File: config.mk
export PLATFORM = sky130hd
export DESIGN_NAME = sbr_bank_read
export DESIGN_NICKNAME = d
export VERILOG_FILES = /design/src/sbr_pkg.sv /design/src/sbr_bank_read.sv
export SDC_FILE = /design/constraint.sdc
export NUM_CORES = 1
export LEC_CHECK = 0
export BUFFER_PORTS_ARGS = -buffer_cell sky130_fd_sc_hd__buf_2
export CELL_PAD_IN_SITES_DETAIL_PLACEMENT = 2
export CELL_PAD_IN_SITES_GLOBAL_PLACEMENT = 2
export CORE_MARGIN = 1
export CORE_UTILIZATION = 39
export CTS_CLUSTER_DIAMETER = 60
export CTS_CLUSTER_SIZE = 16
export DETAILED_ROUTE_END_ITERATION = 10
export GPL_TIMING_DRIVEN = 0
export PLACE_DENSITY = 0.84
export SLEW_MARGIN = 0
export SYNTH_ARGS = -nofsm -noshare
export SYNTH_HDL_FRONTEND = slang
export SYNTH_HIERARCHICAL = 1
export SYNTH_SLANG_ARGS = --single-unit
File: constraint.sdc
create_clock -name clk -period 4.6 [get_ports clk]
set_input_delay 0.46 -clock clk [delete_from_list [all_inputs] [get_ports clk]]
set_output_delay 0.46 -clock clk [all_outputs]
set_load 0.05 [all_outputs]
File: src/sbr_pkg.sv
// Shared constants and carriers for the bank, row and read burst logic
package sbr_pkg;
	localparam int SBR_NUM_BANKS = 8; // Banks in the device
	localparam int SBR_BA_W = 3; // Width of bank_select_inputs
	localparam int SBR_ROW_W = 14; // Width of row_address_inputs
	localparam int SBR_COL_W = 10; // Column bits taken from the address
	localparam int SBR_AP_BIT = 10; // Auto precharge / precharge-all bit
	localparam int SBR_BC_BIT = 12; // burst_chop_select_bit position
	localparam int SBR_LAT_W = 4; // Width of each latency input
	localparam int SBR_CYC_W = 8; // Link cycle stamp width
	localparam int SBR_TRP_CK = 9; // Default precharge_period in link cycles
	localparam int SBR_TRP_W = 8; // Precharge counter width
	localparam int SBR_FIFO_DEPTH = 4; // Pending read bursts
	localparam logic [3:0] SBR_BEATS_BL8 = 4'h8; // eight_beat_burst
	localparam logic [3:0] SBR_BEATS_BC4 = 4'h4; // four_beat_chopped_burst
	localparam logic [1:0] SBR_MR0_BL8 = 2'h0; // Burst field: fixed eight beats
	localparam logic [1:0] SBR_MR0_OTF = 2'h1; // Burst field: chosen on the fly
	localparam logic [1:0] SBR_MR0_BC4 = 2'h2; // Burst field: fixed chop
	localparam logic [SBR_LAT_W-1:0] SBR_AL_RST = 4'h5; // Reset additive_latency
	localparam logic [SBR_LAT_W-1:0] SBR_CL_RST = 4'h6; // Reset column_access_latency

	// Per-bank state
	typedef enum logic [1:0] {
		SBR_BANK_IDLE,
		SBR_BANK_ACTIVE,
		SBR_BANK_PRECHARGING
	} sbr_bank_state_t;

	// Pins seen through the synchroniser
	typedef struct packed {
		logic ck;
		logic cs_b;
		logic ras_b;
		logic cas_b;
		logic we_b;
		logic [SBR_BA_W-1:0] ba;
		logic [SBR_ROW_W-1:0] addr;
		logic dll_locked;
		logic [1:0] mr0_burst;
		logic [SBR_LAT_W-1:0] al;
		logic [SBR_LAT_W-1:0] cl;
	} sbr_pins_t;

	// One accepted read, waiting for its latency
	typedef struct packed {
		logic [SBR_CYC_W-1:0] stamp;
		logic [SBR_BA_W-1:0] ba;
		logic [SBR_ROW_W-1:0] row;
		logic [SBR_COL_W-1:0] col;
		logic [3:0] beats;
		logic ap;
	} sbr_rd_t;
endpackage

File: src/sbr_bank_read.sv
// Contract
// - Activate opens given row in given bank
// - Row stays open until same-bank precharge
// - Precharge closes one bank or all
// - Activate only after precharge_period elapsed
// - Other banks usable during auto precharge
// - Precharge to idle/precharging bank is accepted
// - Precharge timed from latest precharge
// - Chop bit low gives four beats
// - Chop bit never used as column
// - Eight beats for field 00, 01+high
// - Burst choice same with auto precharge
// - AL 5, CL 6 gives eleven cycles
// - Read strobe timing only with DLL locked
// - One data beat per strobe edge
// - read_latency is additive plus column latency
`timescale 1ns/1ps
`default_nettype none

// Small synchronous FIFO with valid/ready on both sides
module sbr_fifo #(
	parameter int WIDTH = 8,
	parameter int DEPTH = 4
) (
	input wire logic clk,
	input wire logic rst_b,
	input wire logic in_valid,
	output logic in_ready,
	input wire logic [WIDTH-1:0] in_data,
	output logic out_valid,
	input wire logic out_ready,
	output logic [WIDTH-1:0] out_data
);
	localparam int PW = (DEPTH > 1) ? $clog2(DEPTH) : 1;
	logic [WIDTH-1:0] mem_q [DEPTH]; // Storage
	logic [PW-1:0] wr_q; // Write pointer
	logic [PW-1:0] rd_q; // Read pointer
	logic [PW:0] cnt_q; // Occupancy
	logic push;
	logic pop;

	// Full and empty both come from the one occupancy count
	assign in_ready = (cnt_q != DEPTH[PW:0]);
	assign out_valid = (cnt_q != '0);
	assign out_data = mem_q[rd_q];
	assign push = in_valid && in_ready;
	assign pop = out_valid && out_ready;

	// Storage has no reset; occupancy guards it
	always_ff @(posedge clk) begin
		if (push) begin
			mem_q[wr_q] <= in_data;
		end
	end

	// Pointers wrap at depth, which need not be a power of two
	always_ff @(posedge clk) begin
		if (!rst_b) begin
			wr_q <= '0;
			rd_q <= '0;
			cnt_q <= '0;
		end else begin
			if (push) begin
				wr_q <= (wr_q == PW'(DEPTH - 1)) ? '0 : wr_q + 1'b1;
			end
			if (pop) begin
				rd_q <= (rd_q == PW'(DEPTH - 1)) ? '0 : rd_q + 1'b1;
			end
			cnt_q <= cnt_q + (PW+1)'(push) - (PW+1)'(pop);
		end
	end
endmodule // sbr_fifo

// Device side: bank tracking and read bursts with strobe
module sbr_bank_read
	import sbr_pkg::*;
#(
	parameter int PRECHARGE_CK = SBR_TRP_CK,
	parameter int FIFO_DEPTH = SBR_FIFO_DEPTH
) (
	input wire logic clk,
	input wire logic rst_b,
	input wire logic link_ck,
	input wire logic cs_b,
	input wire logic ras_b,
	input wire logic cas_b,
	input wire logic we_b,
	input wire logic [SBR_BA_W-1:0] bank_select_inputs,
	input wire logic [SBR_ROW_W-1:0] row_address_inputs,
	input wire logic dll_locked,
	input wire logic [1:0] mode_register_zero_burst,
	input wire logic [SBR_LAT_W-1:0] additive_latency,
	input wire logic [SBR_LAT_W-1:0] column_access_latency,
	output logic [7:0] dq_o,
	output logic dq_oe,
	output logic data_strobe_o,
	output logic data_strobe_oe,
	output logic [SBR_NUM_BANKS-1:0] bank_open,
	output logic cmd_error,
	output logic read_dropped
);
	localparam int RW = $bits(sbr_rd_t); // FIFO word width

	sbr_pins_t raw; // Pins gathered
	sbr_pins_t sync1_q; // First synchroniser stage
	sbr_pins_t sync2_q; // Second stage, safe to use
	logic ck_prev_q; // Last sampled link clock
	logic rise; // Link clock rising edge seen
	logic fall; // Link clock falling edge seen
	logic [SBR_CYC_W-1:0] lcyc_q; // Count of link rising edges
	logic is_act;
	logic is_pre;
	logic is_rd;
	logic [SBR_NUM_BANKS-1:0] act_hit;
	logic [SBR_NUM_BANKS-1:0] pre_hit;
	logic [SBR_NUM_BANKS-1:0] ap_hit;
	logic [SBR_NUM_BANKS-1:0] act_bad;
	logic [SBR_NUM_BANKS-1:0] pre_done; // Precharge period ends at this edge
	logic [SBR_NUM_BANKS-1:0] is_open;
	logic [SBR_ROW_W-1:0] open_row [SBR_NUM_BANKS];
	logic [3:0] req_beats; // Burst length of incoming read
	sbr_rd_t req; // Incoming read descriptor
	sbr_rd_t head; // Oldest pending read
	logic in_ready;
	logic out_valid;
	logic pop;
	logic rd_ok; // Read to an open bank
	logic [SBR_CYC_W-1:0] rl; // read_latency in link cycles
	logic [3:0] left_q; // Beats still to send
	logic [2:0] beat_q; // Beat index within burst
	logic [SBR_COL_W-1:0] bcol_q; // Column of burst
	logic [7:0] brow_q; // Low row bits of burst
	logic [SBR_BA_W-1:0] bba_q; // Bank of burst

	assign raw = '{ck: link_ck, cs_b: cs_b, ras_b: ras_b, cas_b: cas_b, we_b: we_b,
		ba: bank_select_inputs, addr: row_address_inputs, dll_locked: dll_locked,
		mr0_burst: mode_register_zero_burst, al: additive_latency,
		cl: column_access_latency};

	// Two flops on every pin; the first is read by the second only
	// A high link clock at release reads as one edge, decoded with the pins sampled alongside it
	always_ff @(posedge clk) begin
		if (!rst_b) begin
			sync1_q <= '{al: SBR_AL_RST, cl: SBR_CL_RST, cs_b: 1'b1, default: '0};
			sync2_q <= '{al: SBR_AL_RST, cl: SBR_CL_RST, cs_b: 1'b1, default: '0};
			ck_prev_q <= 1'b0;
		end else begin
			sync1_q <= raw;
			sync2_q <= sync1_q;
			ck_prev_q <= sync2_q.ck;
		end
	end

	// Edges show about three clk after the pin; pins must hold around them
	assign rise = sync2_q.ck && !ck_prev_q;
	assign fall = !sync2_q.ck && ck_prev_q;

	// Link cycle counter, stamps reads for their latency
	// Stamps wrap at 256; read_latency must stay far below that
	always_ff @(posedge clk) begin
		if (!rst_b) begin
			lcyc_q <= '0;
		end else if (rise) begin
			lcyc_q <= lcyc_q + 1'b1;
		end
	end

	// Command decode on the link rising edge only
	assign is_act = rise && !sync2_q.cs_b && !sync2_q.ras_b && sync2_q.cas_b && sync2_q.we_b;
	assign is_pre = rise && !sync2_q.cs_b && !sync2_q.ras_b && sync2_q.cas_b && !sync2_q.we_b;
	assign is_rd = rise && !sync2_q.cs_b && sync2_q.ras_b && !sync2_q.cas_b && sync2_q.we_b;

	// Per-bank state machine and row register
	for (genvar b = 0; b < SBR_NUM_BANKS; b++) begin : g_bank
		sbr_bank_state_t st_q; // Bank state
		logic [SBR_ROW_W-1:0] row_q; // Open row number
		logic [SBR_TRP_W-1:0] trp_q; // precharge_period left

		assign act_hit[b] = is_act && (sync2_q.ba == SBR_BA_W'(b));
		// Period over at this link edge; an activate here is already legal
		assign pre_done[b] = rise && (st_q == SBR_BANK_PRECHARGING) &&
			(trp_q <= SBR_TRP_W'(1));
		// Single bank, or all banks with the all bit set
		assign pre_hit[b] = is_pre && (sync2_q.addr[SBR_AP_BIT] ||
			(sync2_q.ba == SBR_BA_W'(b)));
		assign ap_hit[b] = pop && head.ap && (head.ba == SBR_BA_W'(b));
		// Only an idle bank, or one on its closing precharge edge, takes an activate; early ones are refused
		assign act_bad[b] = act_hit[b] && (st_q != SBR_BANK_IDLE) && !pre_done[b];
		assign is_open[b] = (st_q == SBR_BANK_ACTIVE);
		assign open_row[b] = row_q;

		// Other banks keep their own state during auto precharge
		// A precharge outranks any activate to the same bank in one cycle
		always_ff @(posedge clk) begin
			if (!rst_b) begin
				st_q <= SBR_BANK_IDLE;
				row_q <= '0;
				trp_q <= '0;
			end else if (pre_hit[b] || ap_hit[b]) begin
				// Any state takes a precharge, counter restarts
				st_q <= SBR_BANK_PRECHARGING;
				trp_q <= SBR_TRP_W'(PRECHARGE_CK);
			end else begin
				case (st_q)
					SBR_BANK_IDLE: begin
						if (act_hit[b]) begin
							st_q <= SBR_BANK_ACTIVE;
							row_q <= sync2_q.addr;
						end
					end
					SBR_BANK_ACTIVE: begin
						// Reads leave the row open unless they carry auto precharge
						st_q <= SBR_BANK_ACTIVE; // Held until precharge
					end
					SBR_BANK_PRECHARGING: begin
						// Idle once the full period has run
						if (rise) begin
							if (pre_done[b]) begin
								// Activate on the closing edge is legal
								if (act_hit[b]) begin
									st_q <= SBR_BANK_ACTIVE;
									row_q <= sync2_q.addr;
								end else begin
									st_q <= SBR_BANK_IDLE;
								end
								trp_q <= '0;
							end else begin
								trp_q <= trp_q - 1'b1;
							end
						end
					end
					default: begin
						st_q <= SBR_BANK_IDLE;
					end
				endcase
			end
		end
	end

	// Burst length from the mode field and the chop bit
	always_comb begin
		case (sync2_q.mr0_burst)
			SBR_MR0_OTF: req_beats = sync2_q.addr[SBR_BC_BIT] ? SBR_BEATS_BL8 : SBR_BEATS_BC4;
			SBR_MR0_BC4: req_beats = SBR_BEATS_BC4;
			// The spare field code also gives eight beats
			default: req_beats = SBR_BEATS_BL8;
		endcase
	end

	// Only reads to an open bank are queued
	assign rd_ok = is_rd && is_open[sync2_q.ba];
	// Column from the low address bits; the chop bit is not among them
	assign req = '{stamp: lcyc_q, ba: sync2_q.ba, row: open_row[sync2_q.ba],
		col: sync2_q.addr[SBR_COL_W-1:0], beats: req_beats,
		ap: sync2_q.addr[SBR_AP_BIT]};

	// Pending reads; a full queue drops the read rather than stalling the link
	sbr_fifo #(
		.WIDTH(RW),
		.DEPTH(FIFO_DEPTH)
	) u_rd_fifo (
		.clk(clk),
		.rst_b(rst_b),
		.in_valid(rd_ok),
		.in_ready(in_ready),
		.in_data(req),
		.out_valid(out_valid),
		.out_ready(pop),
		.out_data(head)
	);

	// read_latency = additive + column latency
	assign rl = SBR_CYC_W'(sync2_q.al) + SBR_CYC_W'(sync2_q.cl);
	// Start on the rising edge that ends the latency, engine free; drains stall here
	assign pop = rise && out_valid && (left_q == '0) &&
		((lcyc_q - head.stamp) >= rl);

	// Burst engine, one beat per link edge
	// beat_q wraps to zero on the last beat of an eight-beat burst; every start reloads it
	always_ff @(posedge clk) begin
		if (!rst_b) begin
			left_q <= '0;
			beat_q <= '0;
			bcol_q <= '0;
			brow_q <= '0;
			bba_q <= '0;
		end else if (pop) begin
			left_q <= head.beats - 1'b1;
			beat_q <= 3'h1;
			bcol_q <= head.col;
			brow_q <= head.row[7:0];
			bba_q <= head.ba;
		end else if ((rise || fall) && left_q != '0) begin
			left_q <= left_q - 1'b1;
			beat_q <= beat_q + 1'b1;
		end
	end

	// Pin drivers; the strobe is only driven while the DLL is locked
	always_ff @(posedge clk) begin
		if (!rst_b) begin
			dq_o <= '0;
			dq_oe <= 1'b0;
			data_strobe_o <= 1'b0;
			data_strobe_oe <= 1'b0;
		end else if (pop) begin
			dq_o <= head.col[7:0] ^ head.row[7:0];
			dq_oe <= sync2_q.dll_locked;
			data_strobe_o <= 1'b1; // Rising beat
			data_strobe_oe <= sync2_q.dll_locked;
		end else if (rise || fall) begin
			if (left_q != '0) begin
				dq_o <= (bcol_q[7:0] ^ brow_q) + {5'h00, beat_q} + {5'h00, bba_q};
				data_strobe_o <= rise; // High on rising beats, low on falling
				// A burst that lost the loop stays undriven to its end
				dq_oe <= dq_oe && sync2_q.dll_locked;
				data_strobe_oe <= data_strobe_oe && sync2_q.dll_locked;
			end else begin
				dq_oe <= 1'b0;
				data_strobe_oe <= 1'b0;
				data_strobe_o <= 1'b0;
			end
		end
	end

	// Status: open banks and one-cycle error pulses
	// Pulses, so a controller counting them sees each refusal once
	always_ff @(posedge clk) begin
		if (!rst_b) begin
			bank_open <= '0;
			cmd_error <= 1'b0;
			read_dropped <= 1'b0;
		end else begin
			bank_open <= is_open;
			// Activate to an open or still precharging bank, or read to a closed bank
			cmd_error <= (|act_bad) || (is_rd && !is_open[sync2_q.ba]);
			read_dropped <= rd_ok && !in_ready;
		end
	end
endmodule // sbr_bank_read

`default_nettype wire

==> results of run 1 <==
-- cell type report --
type / count / share of cell area, %
tap: 585 / 3.740
clock buffer: 51 / 5.102
timing repair buffer: 69 / 1.995
clock inverter: 14 / 0.7864
multi-input combinational: 1001 / 37.99
sequential: 395 / 46.97
buffer: 82 / 2.155
antenna: 3 / 0.03836
inverter: 63 / 1.221
-- sequential cells by signal, indices dropped and copies added, names as in the netlist, 2 cells and up, named ones only --
| register | flops |
|---|---|
| bank_open | 8 |
| bba_q | 3 |
| bcol_q | 8 |
| beat_q | 3 |
| brow_q | 8 |
| dq_o | 8 |
| g_bank.row_q | 64 |
| g_bank.st_q | 16 |
| g_bank.trp_q | 64 |
| lcyc_q | 8 |
| left_q | 4 |
| req | 12 |
| sync1_q | 29 |
| sync2_q | 17 |
| u_rd_fifo/cnt_q | 3 |
| u_rd_fifo/mem_q | 128 |
| u_rd_fifo/rd_q | 2 |
| u_rd_fifo/wr_q | 2 |
-- metrics by stage --
stage | area (um2) | cells
floorplan | 17140 | 1542
global placement | 18130 | 2178
detailed placement | 18130 | 2178
CTS | 19450 | 2253
global route | 19560 | 2260
finish | 19570 | 2263
-- metal layers --
layer	up-vias	track usage, %	share of wire [%]
met1	6408	29.41	42
met3	93	2.840	4.1
met2	294	43.48	51
met4	0	9.045	3.1
met5	-	0	0
li1	5599	-	-
-- what timing repair did --
item | in CTS | in global routing
pin swaps | 10 | 9
gates resized for setup | 20 | 12
buffers inserted | 11 | 7
endpoints found under the setup margin | 12 | 24
cloned | 0 | 0
-- how the worst min path moves through the flow --
stage	endpoint	startpoint
floorplan	sync2_q[1]$_SDFF_PN1_	sync1_q[1]$_SDFF_PN1_
CTS	sync1_q[1]$_SDFF_PN1_	column_access_latency[1]
global placement	sync2_q[31]$_SDFF_PN1_	sync1_q[31]$_SDFF_PN1_
finish	sync1_q[6]$_SDFF_PN1_	additive_latency[2]
global route	sync1_q[1]$_SDFF_PN1_	column_access_latency[1]
detailed placement	sync2_q[1]$_SDFF_PN1_	sync1_q[1]$_SDFF_PN1_
-- power by group --
group | switching (uW) | total (uW) | internal (uW)
combinational | 143 | 212 | 69.3
clock | 1420 | 3080 | 1660
sequential | 18.2 | 3620 | 3610
total | 1580 | 6920 | 5340
==> run metrics, run 1 <==
outcome=complete, but fails checks; violated checks=setup timing; most frequent cells in the layout=dfxtp_1 (265), nand2_1 (203), edfxtp_1 (128), nor2_1 (100), a21oi_1 (87); Slowest-stage cell, CP=mux4_2; Initial Utilization=39.62%; CTS root buffer=clkbuf_16; Port Buffers=51; IO Count=56; Max VDD drop=0.3719 mV; post-route setup slack=-0.05736 ns; worst path cell trace=clkbuf_8 > buf_12 > mux4_2 > ha_4 > inv_2 > fa_2 > ha_4 > a21o_1 > a211oi_4 > nor3b_4 > o31ai_4 > inv_4 > o31ai_4 > inv_1 > ha_1 > inv_1 > ha_1 > inv_1 > fa_2 > xnor2_2 > xnor2_1 > and2_1; reg-to-reg endpoint=u_rd_fifo/cnt_q[2]$_SDFF_PN0_; first-pass GRT wire length=81050 um; hold slack=0.08564 ns; global placement routability congestion=0.8069; H-tree depth=2; endpoints failing setup=1; critical path class=reg2reg; clk_skew=0.04016 ns; final wirelength=53400 um; fillers=4385; Reg clk slew, reported paths=0.07 ns; CP Depth=22; core area=0.04308 mm2; worst hold path type=in2reg; reg2reg path depth=22; worst path required time=5.07 ns; Num CTS Buffers=37; ANT nets after route=0; Slew HR=23.57%; area grow syn2layout=14.65%; Total Nets Final=1740; Final Hold Vio Count=0; Setup TNS Final=-0.05736 ns; vias=12.39k; vias in the first global route=13.78k; Arr. time, crit path=5.13 ns; Die Y=211.2 um; sum of buffers and inverters on the critical path=7; Hold Path Stages=2; max-slew violation count=0; Iter 0 DRT Violations=616; CP top delay family=adder cells; Max Freq=0.2147 GHz; Power, Total=6917 uW; pwr dens=353.5 mW/mm2; unrepaired setup endpoints after global routing=yes; detailed-route vias per instance=5.477; CP max stage delay=0.55 ns; row count=76; CP startpoint kind=flip-flop; most common cell after layout, fill and taps aside=dfxtp_1; Post-Syn Area=0.01707 mm2; mean cell area of the mapped netlist=11.12 um2; antenna violations before repair=1; r2r setup slk=-0.06 ns; Slew @ Worst Pin=1.146 ns; largest net degree at the start of global routing=33; synth warn=6; Post-Place Setup Slack=-0.7211 ns; CTS tree=yes; layout cell share with drive strength beyond 1=14.27%; grt ovf=0; CTS Sinks=395; Post-DP HPWL=36720 um; die area=0.04460 mm2; sequential cell area=0.009191 mm2; CP endpoint kind=flip-flop; DR DRC count=0; Multi-input gate area=0.007435 mm2; min cycle time layout=4.657 ns; DIE WIDTH=211.2 um; most used cell, CP=inv_1; MaxCap Viol Count=0; Syn Inst Count=1535; Pleak=0.007611 uW; Wirelength per Cell=23.60 um; GRT Util Overall=24.14%; CP endpoint=u_rd_fifo/cnt_q[2]$_SDFF_PN0_; hold_buf cts=0; crit-path max FO=5; drt first pass iters=5; Clk Latency, worst-skew pair=0.58 ns; Max Root-Sink Buffers=3; final core occ=45.43%; final period utilization=101.2%
Power figures use the tool's default switching activity.
==> inputs of run 2 (changes only) <==
--- a/config.mk
+++ b/config.mk
@@ -10,6 +10,7 @@
 export CELL_PAD_IN_SITES_GLOBAL_PLACEMENT = 2
 export CORE_MARGIN = 1
 export CORE_UTILIZATION = 39
+export CTS_BUF_LIST = sky130_fd_sc_hd__clkbuf_16
 export CTS_CLUSTER_DIAMETER = 60
 export CTS_CLUSTER_SIZE = 16
 export DETAILED_ROUTE_END_ITERATION = 10
==> constraint.sdc (replaced) <==
create_clock -name clk -period 4 [get_ports clk]
set_input_delay 0.4 -clock clk [delete_from_list [all_inputs] [get_ports clk]]
set_output_delay 0.4 -clock clk [all_outputs]
set_load 0.05 [all_outputs]
==> run 2 against run 1 <==
The run still ends with setup timing left. Wire length is 13% higher. Worst hold slack worse by 0.069 ns. Total power increased by 17%. Design area up 3.4%. Non-clock buffer count grew 27. Sequential power grew 15%. Fmax fell by 0.25%. Global-route usage up 3.1 points.
==> run metrics, run 2 (synthesis results as in run 1) <==
drt first pass iters=5; largest net degree at the start of global routing=33; max reg flops=128; max-slew violation count=0; Power, Total=8078 uW; Iter 0 DRT Violations=904; clk_skew=0.03168 ns; CTS tree=yes; crit-path max FO=5; Slew HR=19.49%; Wirelength per Cell=26.27 um; row count=76; Min-Delay Startpoint=row_address_inputs[1]; vias in the first global route=14.80k; post-route setup slack=-0.6689 ns; Final Hold Vio Count=0; worst path required time=4.48 ns; Hold Path Stages=2; grt ovf=0; reg-to-reg endpoint=u_rd_fifo/cnt_q[2]$_SDFF_PN0_; global placement routability congestion=0.8037; most frequent cells in the layout=dfxtp_1 (265), nand2_1 (203), edfxtp_1 (128), nor2_1 (95), a21oi_1 (72); Reg clk slew, reported paths=0.08 ns; min cycle time layout=4.669 ns; first-pass GRT wire length=90400 um; core area=0.04308 mm2; worst hold path type=in2reg; H-tree depth=2; violated checks=setup timing; Die Y=211.2 um; Total Nets Final=1767; Max VDD drop=0.2760 mV; CTS Sinks=395; layout cell share with drive strength beyond 1=18.37%; Num CTS Buffers=37; Largest regs=u_rd_fifo/mem_q x128, g_bank.row_q x64, g_bank.trp_q x64; Max Freq=0.2142 GHz; CP endpoint kind=flip-flop; outcome=complete, but fails checks; ANT nets after route=0; detailed-route vias per instance=5.668; Slew @ Worst Pin=1.208 ns; CTS root buffer=clkbuf_16; Post-DP HPWL=36260 um; Initial Utilization=39.62%; vias=12.97k; critical path class=reg2reg; DIE WIDTH=211.2 um; Max Root-Sink Buffers=3; Pleak=0.007844 uW; GRT Util Overall=27.21%; Biggest register=u_rd_fifo/mem_q; Arr. time, crit path=5.15 ns; most common cell after layout, fill and taps aside=dfxtp_1; DR DRC count=0; Port Buffers=51; pwr dens=399.4 mW/mm2; r2r setup slk=-0.67 ns; Post-Place Setup Slack=-1.252 ns; Cells after DPL=2178; final period utilization=116.7%; area grow syn2layout=18.50%; CP startpoint kind=flip-flop; reg2reg path depth=22; die area=0.04460 mm2; antenna violations before repair=1; IO Count=56; # diodes=0; Clk Latency, worst-skew pair=0.59 ns; MaxCap Viol Count=0; WHS Endpoint=sync1_q[12]$_SDFF_PN0_; final wirelength=60130 um; unrepaired setup endpoints after global routing=yes; fin cells=2289; endpoints failing setup=149
-- run 2: cell count changes in the layout (fill, tap and decap cells not counted), moves of 5 or more --
cell,previous run,this run
clkbuf_1,65,49
nor2_2,0,5
a21oi_1,87,72
inv_6,8,1
a21oi_2,3,16
and3_4,0,6
dlygate4sd3_1,0,6
buf_6,8,27
o21ai_0,24,19
nor2_1,100,95
inv_1,60,68
-- run 2: how the worst max path moves through the flow --
stage	cells past startpoint	start	slack (ns)	endpoint
after floorplan	23	flip-flop	-0.52	u_rd_fifo/cnt_q[2]$_SDFF_PN0_
after global placement	24	flip-flop	-1.09	u_rd_fifo/cnt_q[2]$_SDFF_PN0_
after detailed placement	24	flip-flop	-1.25	u_rd_fifo/cnt_q[2]$_SDFF_PN0_
after CTS	25	flip-flop	-0.71	u_rd_fifo/cnt_q[2]$_SDFF_PN0_
after global routing	22	flip-flop	-0.85	u_rd_fifo/cnt_q[2]$_SDFF_PN0_
final	22	flip-flop	-0.67	u_rd_fifo/cnt_q[2]$_SDFF_PN0_
-- run 2: what timing repair did --
action | 4_1_cts | 5_1_grt
pin swaps | 33 | 27
buffers inserted | 34 | 10
hold endpoints to repair | 6 | 0
hold buffers | 6 | 0
resized for setup | 98 | 37
endpoints found under the setup margin | 316 | 176
-- run 2: critical path, stage by stage, from the launching register on --
cell and delay [ns]:
dfxtp_4 0.39, buf_12 0.13, mux4_2 0.53, ha_2 0.21, inv_2 0.05, fa_2 0.44, ha_4 0.22, a21o_1 0.20
a211oi_4 0.31, nor3b_4 0.10, o31ai_4 0.28, inv_2 0.10, clkbuf_16 0.17, o31ai_4 0.06, inv_1 0.07, ha_1 0.27
inv_1 0.06, ha_1 0.13, inv_1 0.05, fa_2 0.35, xnor2_2 0.15, xnor2_1 0.12, and2_1 0.15
-- run 2: routing by layer --
metal | track usage [%] | part of all wire [%]
met5 | 0 | 0.022
met4 | 13.62 | 4.5
met3 | 4.802 | 4.9
met2 | 48.49 | 51
met1 | 31.25 | 39
-- run 2: final cells by class --
| class | instances | area [um2] |
|---|---|---|
| fillers | 4311 | 22850 |
| multi-input cells | 1001 | 7726 |
| well taps | 585 | 732.0 |
| repair buffers | 96 | 679.4 |
| plain buffers | 82 | 460.4 |
| clock buffers | 39 | 975.9 |
| flip-flops and latches | 395 | 9194 |
| clock inverters | 28 | 220.2 |
| inverters | 63 | 236.5 |
-- run 2: where the power goes --
part / switching [uW] / internal (uW) / total [uW]
clock network: 1760 / 1880 / 3640
registers: 21.6 / 4140 / 4170
logic: 179 / 90.2 / 269
-- run 2: per-stage QoR --
| stage | area (um2) | TNS, ns | utilization (%) | hold WS, ns |
|---|---|---|---|---|
| final | 20220 | -22.89 | 46.95 | 0.01696 |
| after global routing | 20220 | -36.93 | 46.95 | 0.02367 |
| after CTS | 20100 | -19.72 | 46.66 | 0.0006950 |
| after detailed placement | 18150 | -48.98 | 42.14 | 0.3946 |
| after global placement | 18150 | -30.98 | 42.14 | 0.3950 |
| after floorplan | 17170 | -0.8366 | - | 0.3863 |
